$ cat src/rtl/lpms_pkg.sv
// package: power-mode supervisor types and constants
package lpms_pkg;

    localparam int LPMS_WAKEUP_PIN_PINS = 16;
    localparam int LPMS_NUM_IO    = 16;
    localparam int LPMS_NUM_SRAM  = 2;
    localparam int LPMS_NUM_AUTO  = 6;

    // autonomous peripheral slot index
    localparam int LPMS_AP_UART   = 0;
    localparam int LPMS_AP_I2C    = 1;
    localparam int LPMS_AP_SPI    = 2;
    localparam int LPMS_AP_ADC    = 3;
    localparam int LPMS_AP_LOW_POWER_TIMER  = 4;
    localparam int LPMS_AP_DMA    = 5;

    // after-reset values
    localparam logic [2:0] LPMS_RST_MODE = 3'h0;
    localparam logic       LPMS_RST_OPT  = 1'h0;
    localparam logic [1:0] LPMS_RST_VOS  = 2'h0;

    // retention pull selection per pin
    localparam logic [1:0] LPMS_PULL_FLOAT = 2'h0;
    localparam logic [1:0] LPMS_PULL_UP    = 2'h1;
    localparam logic [1:0] LPMS_PULL_DOWN  = 2'h2;

    typedef enum logic [5:0] {
        LPMS_RUN      = 6'h01,
        LPMS_SLEEP    = 6'h02,
        LPMS_STOP0    = 6'h04,
        LPMS_STOP1    = 6'h08,
        LPMS_STBY_RET = 6'h10,
        LPMS_STBY     = 6'h20
    } lpms_mode_type;

    // low-power mode request codes
    localparam logic [2:0] LPMS_SEL_SLEEP    = 3'h1;
    localparam logic [2:0] LPMS_SEL_STOP0    = 3'h2;
    localparam logic [2:0] LPMS_SEL_STOP1    = 3'h3;
    localparam logic [2:0] LPMS_SEL_STBY_RET = 3'h4;
    localparam logic [2:0] LPMS_SEL_STBY     = 3'h5;

    // software write port for power settings
    typedef struct packed {
        logic        wr;
        logic        secure;
        logic [2:0]  lp_mode;
        logic [15:0] wakeup_pin_en;
        logic        pvd_en;
        logic        bkp_en;
        logic [1:0]  voltage_scaling_select;
        logic        flash_pd;
        logic [1:0]  sram_on;
        logic [15:0] ret_en;
        logic [31:0] ret_pull;
        logic [LPMS_NUM_AUTO-1:0] auto_en;
    } lpms_cfg_type;

    // per-peripheral autonomous status
    typedef struct packed {
        logic [LPMS_NUM_AUTO-1:0] run;
        logic [LPMS_NUM_AUTO-1:0] wake;
    } lpms_auto_type;

endpackage : lpms_pkg

$ cat src/rtl/lpms_osc_req.sv
// oscillator on-demand request arbiter
`timescale 1ns/1ps

module lpms_osc_req
    import lpms_pkg::*;
#(
    parameter int N = 6
) (
    input  wire logic         i_clk,
    input  wire logic         i_rst_n,
    input  wire logic [N-1:0] i_req,
    input  wire logic         i_allow,
    output logic              o_osc_on
);
    if (N < 1) begin : g_bad_n
        $error("lpms_osc_req: N must be at least 1");
    end

    wire any_req = i_allow && (|i_req);

    // on while i_allow is high and any requester holds it, off on the next clock when none do
    always_ff @(posedge i_clk or negedge i_rst_n) begin
        if (!i_rst_n) o_osc_on <= 1'b0;
        else          o_osc_on <= any_req; // RQ1 RQ2
    end

    osc_follow_a: assert property (@(posedge i_clk) disable iff (!i_rst_n) // RQ1
        any_req |=> o_osc_on) else $error("oscillator not started on request");
    osc_off_a: assert property (@(posedge i_clk) disable iff (!i_rst_n) // RQ2
        !any_req |=> !o_osc_on) else $error("oscillator not released");

endmodule : lpms_osc_req

$ cat src/rtl/lpms_supervisor.sv
// power-mode availability and security supervisor
`timescale 1ns/1ps

////////////////////////////////////////////////////////////////////////////////
// How it works
// (RQ1) autonomous stop-wake peripheral requests start the 16 MHz RC; none request, it stops
// (RQ2) radio request holds the 32 MHz crystal on outside standby; release turns it off
// (RQ3) in standby each io keeps its level by pull-up, pull-down or floating
// (RQ4) sixteen wake-up pins can bring the device out of standby
// (RQ5) uarts run and wake the device in stop modes
// (RQ6) i2c units run and wake the device in stop modes
// (RQ7) spi units run and wake the device in stop modes
// (RQ8) adc converts and wakes the device in stop modes
// (RQ9) low-power timers run and wake the device in stop modes
// (RQ10) dma runs and wakes in light stop only; deep stop retains it
// (RQ11) debug unit reachable through access port zero in both stop modes
// (RQ12) in standby, debug reachable only while debugger powerup request is held
// (RQ13) during and after reset all ios analog, schmitt trigger off
// (RQ14) internal reset source disables the reset pin pull-up
// (RQ15) security option makes mode, wake pins, detection, backup secure-only
// (RQ16) voltage scaling is secure when system clock selection is secure
// (RQ17) io retention setting secure when its gpio pin is secure
// (RQ18) optional functions are off after reset until software enables them
// (RQ19) flash normal by default, power-down in low-power modes if configured; the code keeps flash on in sleep
// (RQ20) each sram block has its own independent power switch
// (RQ21) parity error or nmi can wake the device from stop
// (RQ22) non-secure writes to secure settings ignored, reads return zero
module lpms_supervisor
    import lpms_pkg::*;
#(
    parameter int NUM_IO = LPMS_NUM_IO
) (
    input  wire logic                     i_clk,
    input  wire logic                     i_rst_n,
    input  wire lpms_cfg_type             i_cfg,
    input  wire logic                     i_rd_secure,
    input  wire logic                     i_security_enable_option,
    input  wire logic                     i_sysclk_sel_secure,
    input  wire logic [NUM_IO-1:0]        i_gpio_secure,
    input  wire logic                     i_sleep_req,
    input  wire logic                     i_sw_wake,
    input  wire logic [LPMS_NUM_AUTO-1:0] i_auto_osc_req,
    input  wire logic [LPMS_NUM_AUTO-1:0] i_auto_event,
    input  wire logic                     i_radio_auto_req,
    input  wire logic [15:0]              i_wakeup_pin,
    input  wire logic                     i_parity_err,
    input  wire logic                     i_nmi,
    input  wire logic                     i_debugger_powerup_request,
    input  wire logic                     i_reset_internal,
    output lpms_mode_type                 o_mode,
    output logic                          o_internal_rc_osc_16m_on,
    output logic                          o_external_xtal_osc_32m_on,
    output lpms_auto_type                 o_auto,
    output logic                          o_dma_retained,
    output logic                          o_debug_ap0_reachable,
    output logic [NUM_IO-1:0]             o_io_analog,
    output logic [NUM_IO-1:0]             o_io_schmitt_en,
    output logic [NUM_IO-1:0]             o_io_pull_up,
    output logic [NUM_IO-1:0]             o_io_pull_down,
    output logic                          o_reset_pin_pullup_en,
    output logic                          o_flash_pd,
    output logic [LPMS_NUM_SRAM-1:0]      o_sram_on,
    output lpms_cfg_type                  o_rd
);
    if (NUM_IO != 16) begin : g_bad_io
        $error("lpms_supervisor: NUM_IO must be 16");
    end

    ////////////////////////////////////////////////////////////////////////////
    // stored settings
    logic [2:0]                lp_mode;
    logic [15:0]               wakeup_pin_en;
    logic                      pvd_en;
    logic                      bkp_en;
    logic [1:0]                voltage_scaling_select;
    logic                      flash_pd;
    logic [1:0]                sram_on;
    logic [NUM_IO-1:0]         ret_en;
    logic [2*NUM_IO-1:0]       ret_pull;
    logic [LPMS_NUM_AUTO-1:0]  auto_en;
    logic                      ios_configured;
    lpms_mode_type             mode;
    lpms_mode_type             next_mode;

    // security gating of individual fields
    wire tz        = i_security_enable_option;
    wire ns_ok     = i_cfg.secure || !tz;                    // RQ15
    wire vos_ok    = i_cfg.secure || !i_sysclk_sel_secure;   // RQ16
    wire wr        = i_cfg.wr;
    wire [NUM_IO-1:0] io_sec = i_gpio_secure;

    // per-pin write mask for retention, secure pin refuses non-secure write
    wire [NUM_IO-1:0] ret_wmask = i_cfg.secure ? {NUM_IO{1'b1}} : ~io_sec; // RQ17
    wire [NUM_IO-1:0] next_ret_en = (ret_en & ~ret_wmask) | (i_cfg.ret_en & ret_wmask);

    function automatic logic [2*NUM_IO-1:0] spread(input logic [NUM_IO-1:0] m);
        logic [2*NUM_IO-1:0] r;
        r = '0;
        for (int k = 0; k < NUM_IO; k++) begin
            r[2*k +: 2] = {m[k], m[k]};
        end
        return r;
    endfunction : spread

    wire [2*NUM_IO-1:0] pull_m = spread(ret_wmask);
    wire [2*NUM_IO-1:0] next_ret_pull = (ret_pull & ~pull_m) | (i_cfg.ret_pull & pull_m);

    // settings; optional functions all start disabled
    always_ff @(posedge i_clk or negedge i_rst_n) begin
        if (!i_rst_n) begin
            lp_mode  <= LPMS_RST_MODE;
            wakeup_pin_en  <= '0;
            pvd_en   <= LPMS_RST_OPT;
            bkp_en   <= LPMS_RST_OPT;
            voltage_scaling_select      <= LPMS_RST_VOS;
            flash_pd <= LPMS_RST_OPT;   // RQ19
            sram_on  <= '0;             // RQ18
            ret_en   <= '0;
            ret_pull <= '0;
            auto_en  <= '0;             // RQ18
        end else if (wr) begin
            if (ns_ok) begin            // RQ22
                lp_mode <= i_cfg.lp_mode;
                wakeup_pin_en <= i_cfg.wakeup_pin_en;
                pvd_en  <= i_cfg.pvd_en;
                bkp_en  <= i_cfg.bkp_en;
            end
            if (vos_ok) voltage_scaling_select <= i_cfg.voltage_scaling_select; // RQ16
            flash_pd <= i_cfg.flash_pd;
            sram_on  <= i_cfg.sram_on;    // RQ20
            ret_en   <= next_ret_en;      // RQ17
            ret_pull <= next_ret_pull;
            auto_en  <= i_cfg.auto_en;
        end
    end

    ////////////////////////////////////////////////////////////////////////////
    // read-back, secure fields read zero to non-secure readers
    wire rd_ok  = i_rd_secure || !tz;
    wire rv_ok  = i_rd_secure || !i_sysclk_sel_secure;
    wire [NUM_IO-1:0] rd_io = i_rd_secure ? {NUM_IO{1'b1}} : ~io_sec;

    always_ff @(posedge i_clk or negedge i_rst_n) begin
        if (!i_rst_n) o_rd <= '0;
        else begin
            o_rd.wr       <= 1'b0;
            o_rd.secure   <= i_rd_secure;
            o_rd.lp_mode  <= rd_ok ? lp_mode : 3'h0;  // RQ22
            o_rd.wakeup_pin_en  <= rd_ok ? wakeup_pin_en : 16'h0000;
            o_rd.pvd_en   <= rd_ok && pvd_en;
            o_rd.bkp_en   <= rd_ok && bkp_en;
            o_rd.voltage_scaling_select      <= rv_ok ? voltage_scaling_select : 2'h0;
            o_rd.flash_pd <= flash_pd;
            o_rd.sram_on  <= sram_on;
            o_rd.ret_en   <= ret_en & rd_io;
            o_rd.ret_pull <= ret_pull & spread(rd_io);
            o_rd.auto_en  <= auto_en;
        end
    end

    ////////////////////////////////////////////////////////////////////////////
    // wake sources
    wire in_stop  = (mode == LPMS_STOP0) || (mode == LPMS_STOP1);
    wire in_stby  = (mode == LPMS_STBY) || (mode == LPMS_STBY_RET);
    wire [LPMS_NUM_AUTO-1:0] stop_ok;
    // in stop modes dma only runs in stop0; others in both stops
    assign stop_ok = in_stop ? {mode == LPMS_STOP0, {(LPMS_NUM_AUTO-1){1'b1}}}
                             : {LPMS_NUM_AUTO{1'b1}}; // RQ10
    wire [LPMS_NUM_AUTO-1:0] auto_act  = auto_en & stop_ok & ~{LPMS_NUM_AUTO{in_stby}};
    wire [LPMS_NUM_AUTO-1:0] auto_wake = auto_act & i_auto_event & {LPMS_NUM_AUTO{in_stop}};
    wire stop_wake = (|auto_wake) || i_parity_err || i_nmi || i_sw_wake; // RQ5 RQ6 RQ7 RQ8 RQ9 RQ21
    wire stby_wake = |(i_wakeup_pin & wakeup_pin_en) || i_sw_wake;               // RQ4

    // mode sequencer
    always_comb begin
        next_mode = mode;
        unique case (mode)
            LPMS_RUN: begin
                if (i_sleep_req) begin
                    unique case (lp_mode)
                        LPMS_SEL_STOP0:    next_mode = LPMS_STOP0;
                        LPMS_SEL_STOP1:    next_mode = LPMS_STOP1;
                        LPMS_SEL_STBY_RET: next_mode = LPMS_STBY_RET;
                        LPMS_SEL_STBY:     next_mode = LPMS_STBY;
                        default:           next_mode = LPMS_SLEEP;
                    endcase
                end
            end
            LPMS_SLEEP: begin
                if (!i_sleep_req || i_sw_wake) next_mode = LPMS_RUN;
            end
            LPMS_STOP0, LPMS_STOP1: begin
                if (stop_wake) next_mode = LPMS_RUN;
            end
            LPMS_STBY_RET, LPMS_STBY: begin
                if (stby_wake) next_mode = LPMS_RUN;
            end
            default: next_mode = LPMS_RUN;
        endcase
    end

    always_ff @(posedge i_clk or negedge i_rst_n) begin
        if (!i_rst_n) mode <= LPMS_RUN;
        else          mode <= next_mode;
    end
    assign o_mode = mode;

    ////////////////////////////////////////////////////////////////////////////
    // oscillators: rc follows stop-capable peripherals, crystal follows radio
    lpms_osc_req #(.N(LPMS_NUM_AUTO)) u_rc16 (
        .i_clk    (i_clk),
        .i_rst_n  (i_rst_n),
        .i_req    (i_auto_osc_req & auto_act),
        .i_allow  (1'b1),
        .o_osc_on (o_internal_rc_osc_16m_on)
    ); // RQ1

    lpms_osc_req #(.N(1)) u_xo32 (
        .i_clk    (i_clk),
        .i_rst_n  (i_rst_n),
        .i_req    (i_radio_auto_req),
        .i_allow  (!in_stby),
        .o_osc_on (o_external_xtal_osc_32m_on)
    ); // RQ2

    ////////////////////////////////////////////////////////////////////////////
    // registered status outputs
    wire dbg_ok = in_stby ? i_debugger_powerup_request : 1'b1; // RQ11 RQ12
    wire in_lp  = mode != LPMS_RUN && mode != LPMS_SLEEP;

    always_ff @(posedge i_clk or negedge i_rst_n) begin
        if (!i_rst_n) begin
            o_auto                <= '0;
            o_dma_retained        <= 1'b0;
            o_debug_ap0_reachable <= 1'b0;
            o_flash_pd            <= 1'b0;
            o_sram_on             <= '0;
            o_reset_pin_pullup_en <= 1'b1;
            ios_configured        <= 1'b0;
        end else begin
            o_auto.run            <= auto_act;
            o_auto.wake           <= auto_wake;
            o_dma_retained        <= mode == LPMS_STOP1; // RQ10
            o_debug_ap0_reachable <= dbg_ok;
            o_flash_pd            <= flash_pd && in_lp;  // RQ19
            o_sram_on             <= sram_on;            // RQ20
            o_reset_pin_pullup_en <= !i_reset_internal;  // RQ14
            ios_configured        <= ios_configured || wr; // RQ13
        end
    end

    // ios analog until software first writes; retention pulls in standby
    wire [NUM_IO-1:0] pu_sel;
    wire [NUM_IO-1:0] pd_sel;
    for (genvar g = 0; g < NUM_IO; g++) begin : g_pull
        assign pu_sel[g] = ret_en[g] && ret_pull[2*g +: 2] == LPMS_PULL_UP;
        assign pd_sel[g] = ret_en[g] && ret_pull[2*g +: 2] == LPMS_PULL_DOWN;
    end
    assign o_io_analog     = {NUM_IO{!ios_configured}};            // RQ13
    assign o_io_schmitt_en = {NUM_IO{ios_configured}};             // RQ13
    assign o_io_pull_up    = in_stby ? pu_sel : {NUM_IO{1'b0}};     // RQ3
    assign o_io_pull_down  = in_stby ? pd_sel : {NUM_IO{1'b0}};     // RQ3

    ////////////////////////////////////////////////////////////////////////////
    // checks
    sec_write_a: assert property (@(posedge i_clk) disable iff (!i_rst_n) // RQ15
        (wr && tz && !i_cfg.secure) |=> $stable(lp_mode) && $stable(wakeup_pin_en))
        else $error("non-secure write changed secure setting");
    vos_sec_a: assert property (@(posedge i_clk) disable iff (!i_rst_n) // RQ16
        (wr && i_sysclk_sel_secure && !i_cfg.secure) |=> $stable(voltage_scaling_select))
        else $error("voltage scaling changed by non-secure write");
    ret_sec_a: assert property (@(posedge i_clk) disable iff (!i_rst_n) // RQ17
        (wr && !i_cfg.secure) |=> ((ret_en ^ $past(ret_en)) & $past(io_sec)) == '0)
        else $error("secure pin retention changed");
    rd_zero_a: assert property (@(posedge i_clk) disable iff (!i_rst_n) // RQ22
        (tz && !i_rd_secure) |=> o_rd.lp_mode == 3'h0 && o_rd.wakeup_pin_en == 16'h0000)
        else $error("secure field leaked to non-secure read");
    dbg_stby_a: assert property (@(posedge i_clk) disable iff (!i_rst_n) // RQ12
        (in_stby && !i_debugger_powerup_request) |=> !o_debug_ap0_reachable)
        else $error("debug reachable in standby without powerup request");
    dbg_stop_a: assert property (@(posedge i_clk) disable iff (!i_rst_n) // RQ11
        in_stop |=> o_debug_ap0_reachable) else $error("debug lost in stop");
    dma_stop1_a: assert property (@(posedge i_clk) disable iff (!i_rst_n) // RQ10
        (mode == LPMS_STOP1) |-> !auto_act[LPMS_AP_DMA]) else $error("dma active in stop1");
    stop_wake_a: assert property (@(posedge i_clk) disable iff (!i_rst_n) // RQ21
        (in_stop && (i_nmi || i_parity_err)) |=> mode == LPMS_RUN)
        else $error("nmi or parity did not wake from stop");
    pin_wake_a: assert property (@(posedge i_clk) disable iff (!i_rst_n) // RQ4
        (in_stby && |(i_wakeup_pin & wakeup_pin_en)) |=> mode == LPMS_RUN)
        else $error("wake-up pin ignored in standby");
    pullup_a: assert property (@(posedge i_clk) disable iff (!i_rst_n) // RQ14
        i_reset_internal |=> !o_reset_pin_pullup_en) else $error("reset pull-up left on");

    stop_enter_c: cover property (@(posedge i_clk) disable iff (!i_rst_n)
        mode == LPMS_RUN ##1 mode == LPMS_STOP1 ##[1:20] mode == LPMS_RUN);
    stby_enter_c: cover property (@(posedge i_clk) disable iff (!i_rst_n)
        mode == LPMS_STBY ##1 mode == LPMS_RUN);
    rc_on_c: cover property (@(posedge i_clk) disable iff (!i_rst_n)
        in_stop && o_internal_rc_osc_16m_on);

endmodule : lpms_supervisor

$ cat config.mk
export PLATFORM = sky130hd
export DESIGN_NAME = lpms_supervisor
export DESIGN_NICKNAME = d
export VERILOG_FILES = /design/src/rtl/lpms_pkg.sv /design/src/rtl/lpms_osc_req.sv /design/src/rtl/lpms_supervisor.sv
export SDC_FILE = /design/constraint.sdc
export NUM_CORES = 1
export LEC_CHECK = 0
export BUFFER_PORTS_ARGS = -buffer_cell sky130_fd_sc_hd__buf_4
export CORE_UTILIZATION = 45
export DETAILED_ROUTE_END_ITERATION = 6
export PLACE_DENSITY = 0.75
export RECOVER_POWER = 100
export SKIP_CTS_REPAIR_TIMING = 1
export SLEW_MARGIN = 20
export SYNTH_ARGS = -nofsm -noshare
export SYNTH_HDL_FRONTEND = slang
export SYNTH_SLANG_ARGS = --single-unit
$ cat constraint.sdc
create_clock -name i_clk -period 2.02 [get_ports i_clk]
set_clock_uncertainty 0.2 [all_clocks]
set_input_delay 0.202 -clock i_clk [delete_from_list [all_inputs] [get_ports i_clk]]
set_output_delay 0.202 -clock i_clk [all_outputs]
set_load 0.02 [all_outputs]
-- After elaboration in Yosys (flattened, before gate mapping)
Cells that the tools add are included.
- bitwise gates (word level): 18
- multiplexer cells: 15
- shift-type cells: 0
- multipliers: 0
- $lt $le $gt $ge: 0
- divide/modulo/power cells: 0
- equality and inequality tests: 48
- reduce and logical (&&, ||, !) cells: 63
- $add $sub $neg: 0
- operators with widths (kind ; number):
    32-bit bitwise AND ; 3
    16-bit 2-to-1 mux ; 5
    16-bit bitwise AND ; 4
    6-bit one-hot mux with 4 select lines ; 2
    1-bit logical AND ; 37
    2-bit by 1-bit == test with 1-bit output, second input constant ; 16
    2-bit == test, second input constant ; 16
    16-bit inverter ; 2
    32-bit inverter ; 1
    32-bit OR ; 1
    6-bit bitwise AND ; 5
    6-bit 2-to-1 mux ; 5
    16-bit OR ; 1
    16-bit OR reduction ; 1
    1-bit logical OR ; 12
    6-bit OR reduction ; 2
    2-bit inequality test, second input constant ; 4
    3-bit by 2-bit == test with 1-bit output, second input constant ; 2
    3-bit == test, second input constant ; 2
    6-bit by 1-bit == test with 1-bit output, second input constant ; 1
    6-bit by 2-bit == test with 1-bit output, second input constant ; 1
    6-bit by 3-bit == test with 1-bit output, second input constant ; 1
    6-bit by 4-bit == test with 1-bit output, second input constant ; 1
    6-bit by 5-bit == test with 1-bit output, second input constant ; 1
    other kinds (11) ; 18
- bits in latches: 0
- flip-flop bits (word level): 186
- output and inout port bits: 172
- input bits: 138
- memories kept: 0
- bits in writable memories: 0
- ROM bits: 0

-- Depth between registers and ports, before layout
- word-level depth: 13
- gate-level depth with buffers: 6
- gate-level depth less buffers: 5

-- Hierarchy
Synthesis repeated with hierarchy kept, for this count alone.
- cell total of the unflattened synthesis: 571
- area, all modules: 7438.4 µm²
- by module, submodules not included (module ; instances ; seq. area each (µm²) ; cells each ; area an instance (µm²)):
    lpms_supervisor ; 1 ; 4606.9 ; 566 ; 7365.8
    lpms_osc_req (u_rc16) ; 1 ; 25.0 ; 3 ; 41.3
    lpms_osc_req (u_xo32) ; 1 ; 25.0 ; 2 ; 31.3

-- Least setup slack after synthesis
OpenSTA, ideal clock, no wires.
- path type: flip-flop to output port
- from: reg mode[5], in the netlist o_mode[5]
- to: out o_io_pull_down[10]
- stages on the path, launching flop included: 7
- path slack: -0.134 ns
- buffers on the path: 2
- arrival: 1.752 ns
- cells stage by stage: dfrtp_1 -> xor2_1 -> and3_2 -> buf_6 -> buf_6 -> nand2_1 -> nor3b_1
- word-level cells in the longest chain between the ends: 3
- ends and longest elaborated chain (what ; RTL line ; RTL):
    from (decl) ; lpms_supervisor.sv:82 ; lpms_mode_type mode;
    from (signal assigned) ; lpms_supervisor.sv:204 ; else mode <= next_mode;
    6-bit == test or 6-bit by 5-bit == test with 1-bit output (tied branches) ; lpms_supervisor.sv:164 ; wire in_stby = (mode == LPMS_STBY) || (mode == LPMS_STBY_RET);
    1-bit logical OR (*) ; lpms_supervisor.sv:164 ;
    16-bit 2-to-1 mux (*) ; lpms_supervisor.sv:262 ; assign o_io_pull_down = in_stby ? pd_sel : {NUM_IO{1'b0}};
    to (decl) ; lpms_supervisor.sv:59 ; output logic [NUM_IO-1:0] o_io_pull_down,
Mark *: on every way between the ends. The rest lies on a longest branch, timed or not.

-- Worst setup path after layout
- from: reg mode[4], in the netlist o_mode[4]
- to: out o_io_pull_down[13]
The elaborated chain is that of the path after synthesis.

==> impl_metrics.yaml <==
synth:
  synth-seq-cells: 186
  synthCells: 563
  synth_nets: 701
  ys_seq_area_share_pct: 63.16
  ys_types: 39
  synth_area_um2: 7373
  yosys_warnings: 0
  avgSynthCellArea_um2: 13.10
floorplan:
  rows: 46
  core_um2: 15940
  dieArea_um2: 16900
  die_w_um: 130.0
  start_util_pct: 46.25
  die_height_um: 130.0
  io_pins: 310
critical_path:
  r2r_end: "u_rc16.o_osc_on$_DFF_PN0_"
  r2r_slack_ns: -0.06
  required_ns: 1.62
  end_kind: "output port"
  worst_r2r_path_depth: 6
  setup.worst_path.start: "o_mode[4]$_DFFE_PN0P_"
  critPathKind: "register to output port"
  critical_path_peak_fanout: 10
  r2r_start: "o_mode[4]$_DFFE_PN0P_"
  cp-start-kind: "register"
  worstPathArrival_ns: 1.95
routing:
  first_pass_iters: 4
  drt_iter0_markers: 203
  drt-total-wl_mm: 20.82
  num_vias: 5896
  vias_per_cell: 4.885
  drc: 0
  routedWlPerCell_um: 17.25
  drtAntennaViolNets: 0
timing:
  worst_slew_pin_slew_ns: 0.9376
  max_slew_margin_pct: 37.49
  slew_violations: 0
  min_period_over_period_pct: 116.5
  rsz0062_at_grt: "true"
  hold_violations: 0
  finalSetupViolations: 54
  final.min_clock_period_ns: 2.352
  timing.fmax_mhz: 425.1
  setup_ws_ns: -0.3323
placed_design:
  placed_cell_area_um2: 9970
  portBuffers: 308
  dp_slack_ns: -0.04335
  hpwl_mm: 14.20
  dp.cells: 1055
  gp_congestion: 0.8280
power_and_ir_drop:
  p_switching_w: 0.002795
  combPwrFrac_pct: 21.1
  clockPowerShare_pct: 31.9
  irDropWorstVdd_mv: 0.5568
  intPower_w: 0.006803
  leakage_nw: 5.170
  power.density_nw_per_um2: 845.4
  seqPwrFrac_pct: 47.0
  p_total_w: 0.009598
  switching_share_pct: 29.12
cts:
  cts_made_buffers: 17
  clock-sinks: 186
  clock_latency_ns: 0.42
  clk_path_buf_depth: 2
  clkSlewWorstSetupHoldPaths_ns: 0.07
  root_buffer: "clkbuf_16"
  tritoncts: "yes"
  htree_levels: 4
job:
  maxCapViolCount: 0
min_path:
  worstHoldPathType: "input pin to register"
  hold_path_end: "o_auto[5]$_DFF_PN0_"
  min_from: "i_auto_event[5]"
  hold_depth: 4
finish:
  area_growth_pct: 53.98
  final_cells: 1207
  fin_area_um2: 11350
  drive_above_1_share_pct: 38.85
  mostFrequentLayoutCells: "buf_4, dfrtp_1, dlygate4sd3_1"
  final_common_cell: "buf_4"
  nNetsFinal: 1116
  diodes: 0
  final_util_pct: 71.21
global_route:
  first_global_vias: 5369
  antenna_found_initial: 0
  overflow: 0
  grt_max_degree: 61
  grt_pass1_wl_mm: 27.85
  track_usage_pct: 22.47
run_status:
  outcome: "finished with violations"
  violations: "setup timing"
power by group through the flow:
stage,Combinational (W),Clock [W],Sequential [W]
4_1_cts,0.00199,0.00314,0.00450
3_3_place_gp,0.00195,0,0.00454
2_1_floorplan,0.000687,0,0.00482
3_5_place_dp,0.00198,0,0.00456
6_report,0.00203,0.00306,0.00451
5_1_grt,0.00218,0.00330,0.00455
per-stage QoR:
stage | hold slack (ns) | TNS [ns]
floorplan | -0.2936 | 0
global placement | -0.07346 | -0.004998
detailed placement | -0.06665 | -0.06357
CTS | -0.5249 | -11.20
global route | 0.02513 | -19.91
finish | 0.04454 | -11.53
synthesized netlist by cell type:
library cell	number	area, um^2
nand2_2	1	6.260
nor2b_1	1	6.260
a222oi_1	3	30.03
and4_1	1	8.760
dfrtp_1	184	4604
a22oi_1	3	22.52
xor2_1	3	26.28
a21boi_0	1	7.510
or2_2	1	6.260
nor3_1	3	15.01
o211ai_1	1	7.510
clkbuf_1	7	26.28
conb_1	1	3.750
mux2_2	81	912.1
nor4_1	1	6.260
o21a_1	1	7.510
nor3b_1	33	247.7
a221oi_1	2	17.52
a21oi_1	2	10.01
o22a_1	1	8.760
and2_1	78	488.0
nand2_1	25	93.84
nand3_1	3	15.01
buf_6	2	22.52
inv_1	24	90.09
nand4_1	1	6.260
nor3b_2	1	12.51
nand2b_1	21	131.4
o21ai_1	2	10.01
buf_2	2	10.01
buf_4	34	255.2
o21ai_0	18	90.09
o32ai_1	2	17.52
a22o_1	2	17.52
a31oi_1	1	6.260
nor2_1	6	22.52
and3_2	1	7.510
dfstp_2	2	52.55
and3_1	7	43.79
cell type report:
cell class	instances	area [um^2]
fillers	1157	4589
clock buffers	21	460.4
clock inverters	11	87.58
flip-flops and latches	186	4659
well taps	216	270.3
inverters	24	90.09
repair buffers	441	3238
multi-input cells	308	2547
metal layers:
metal | global-route usage (%) | routed length, um | share of wire (%) | up-vias
met1 | 25.31 | 7937 | 38 | 2908
met2 | 39.01 | 10770 | 52 | 262
met4 | 8.345 | 441 | 2.1 | 0
met5 | 0 | 0 | 0 | -
met3 | 8.241 | 1669 | 8.0 | 38
li1 | - | - | - | 2688
how the worst max path moves through the flow:
stage                                           end  slack (ns)  cells after the start
after floorplan                  o_io_pull_down[10]        0.03                      6
after global placement    u_rc16.o_osc_on$_DFF_PN0_      -0.005                      6
after detailed placement  u_rc16.o_osc_on$_DFF_PN0_       -0.04                      6
after CTS                        o_io_pull_down[13]       -0.49                      6
after global routing             o_io_pull_down[13]       -0.43                      6
final                            o_io_pull_down[13]       -0.33                      6
cells by family after synthesis:
group	count (synthesis)	synth area share (%)
AO/OA/AOI/OAI	39	3.428
XOR/XNOR	3	0.3564
buffers and inverters	69	5.481
flip-flops	186	63.16
multiplexers	81	12.37
other	1	0.05086
AND/OR/NAND/NOR	184	15.15
critical path: stages, from the launching register on:
cell	delay [ns]
dfrtp_2	0.44
xor2_2	0.20
and3_4	0.24
buf_12	0.14
nand2_2	0.09
nor3b_4	0.25
buf_6	0.16
(Power assumes the default switching activity.)
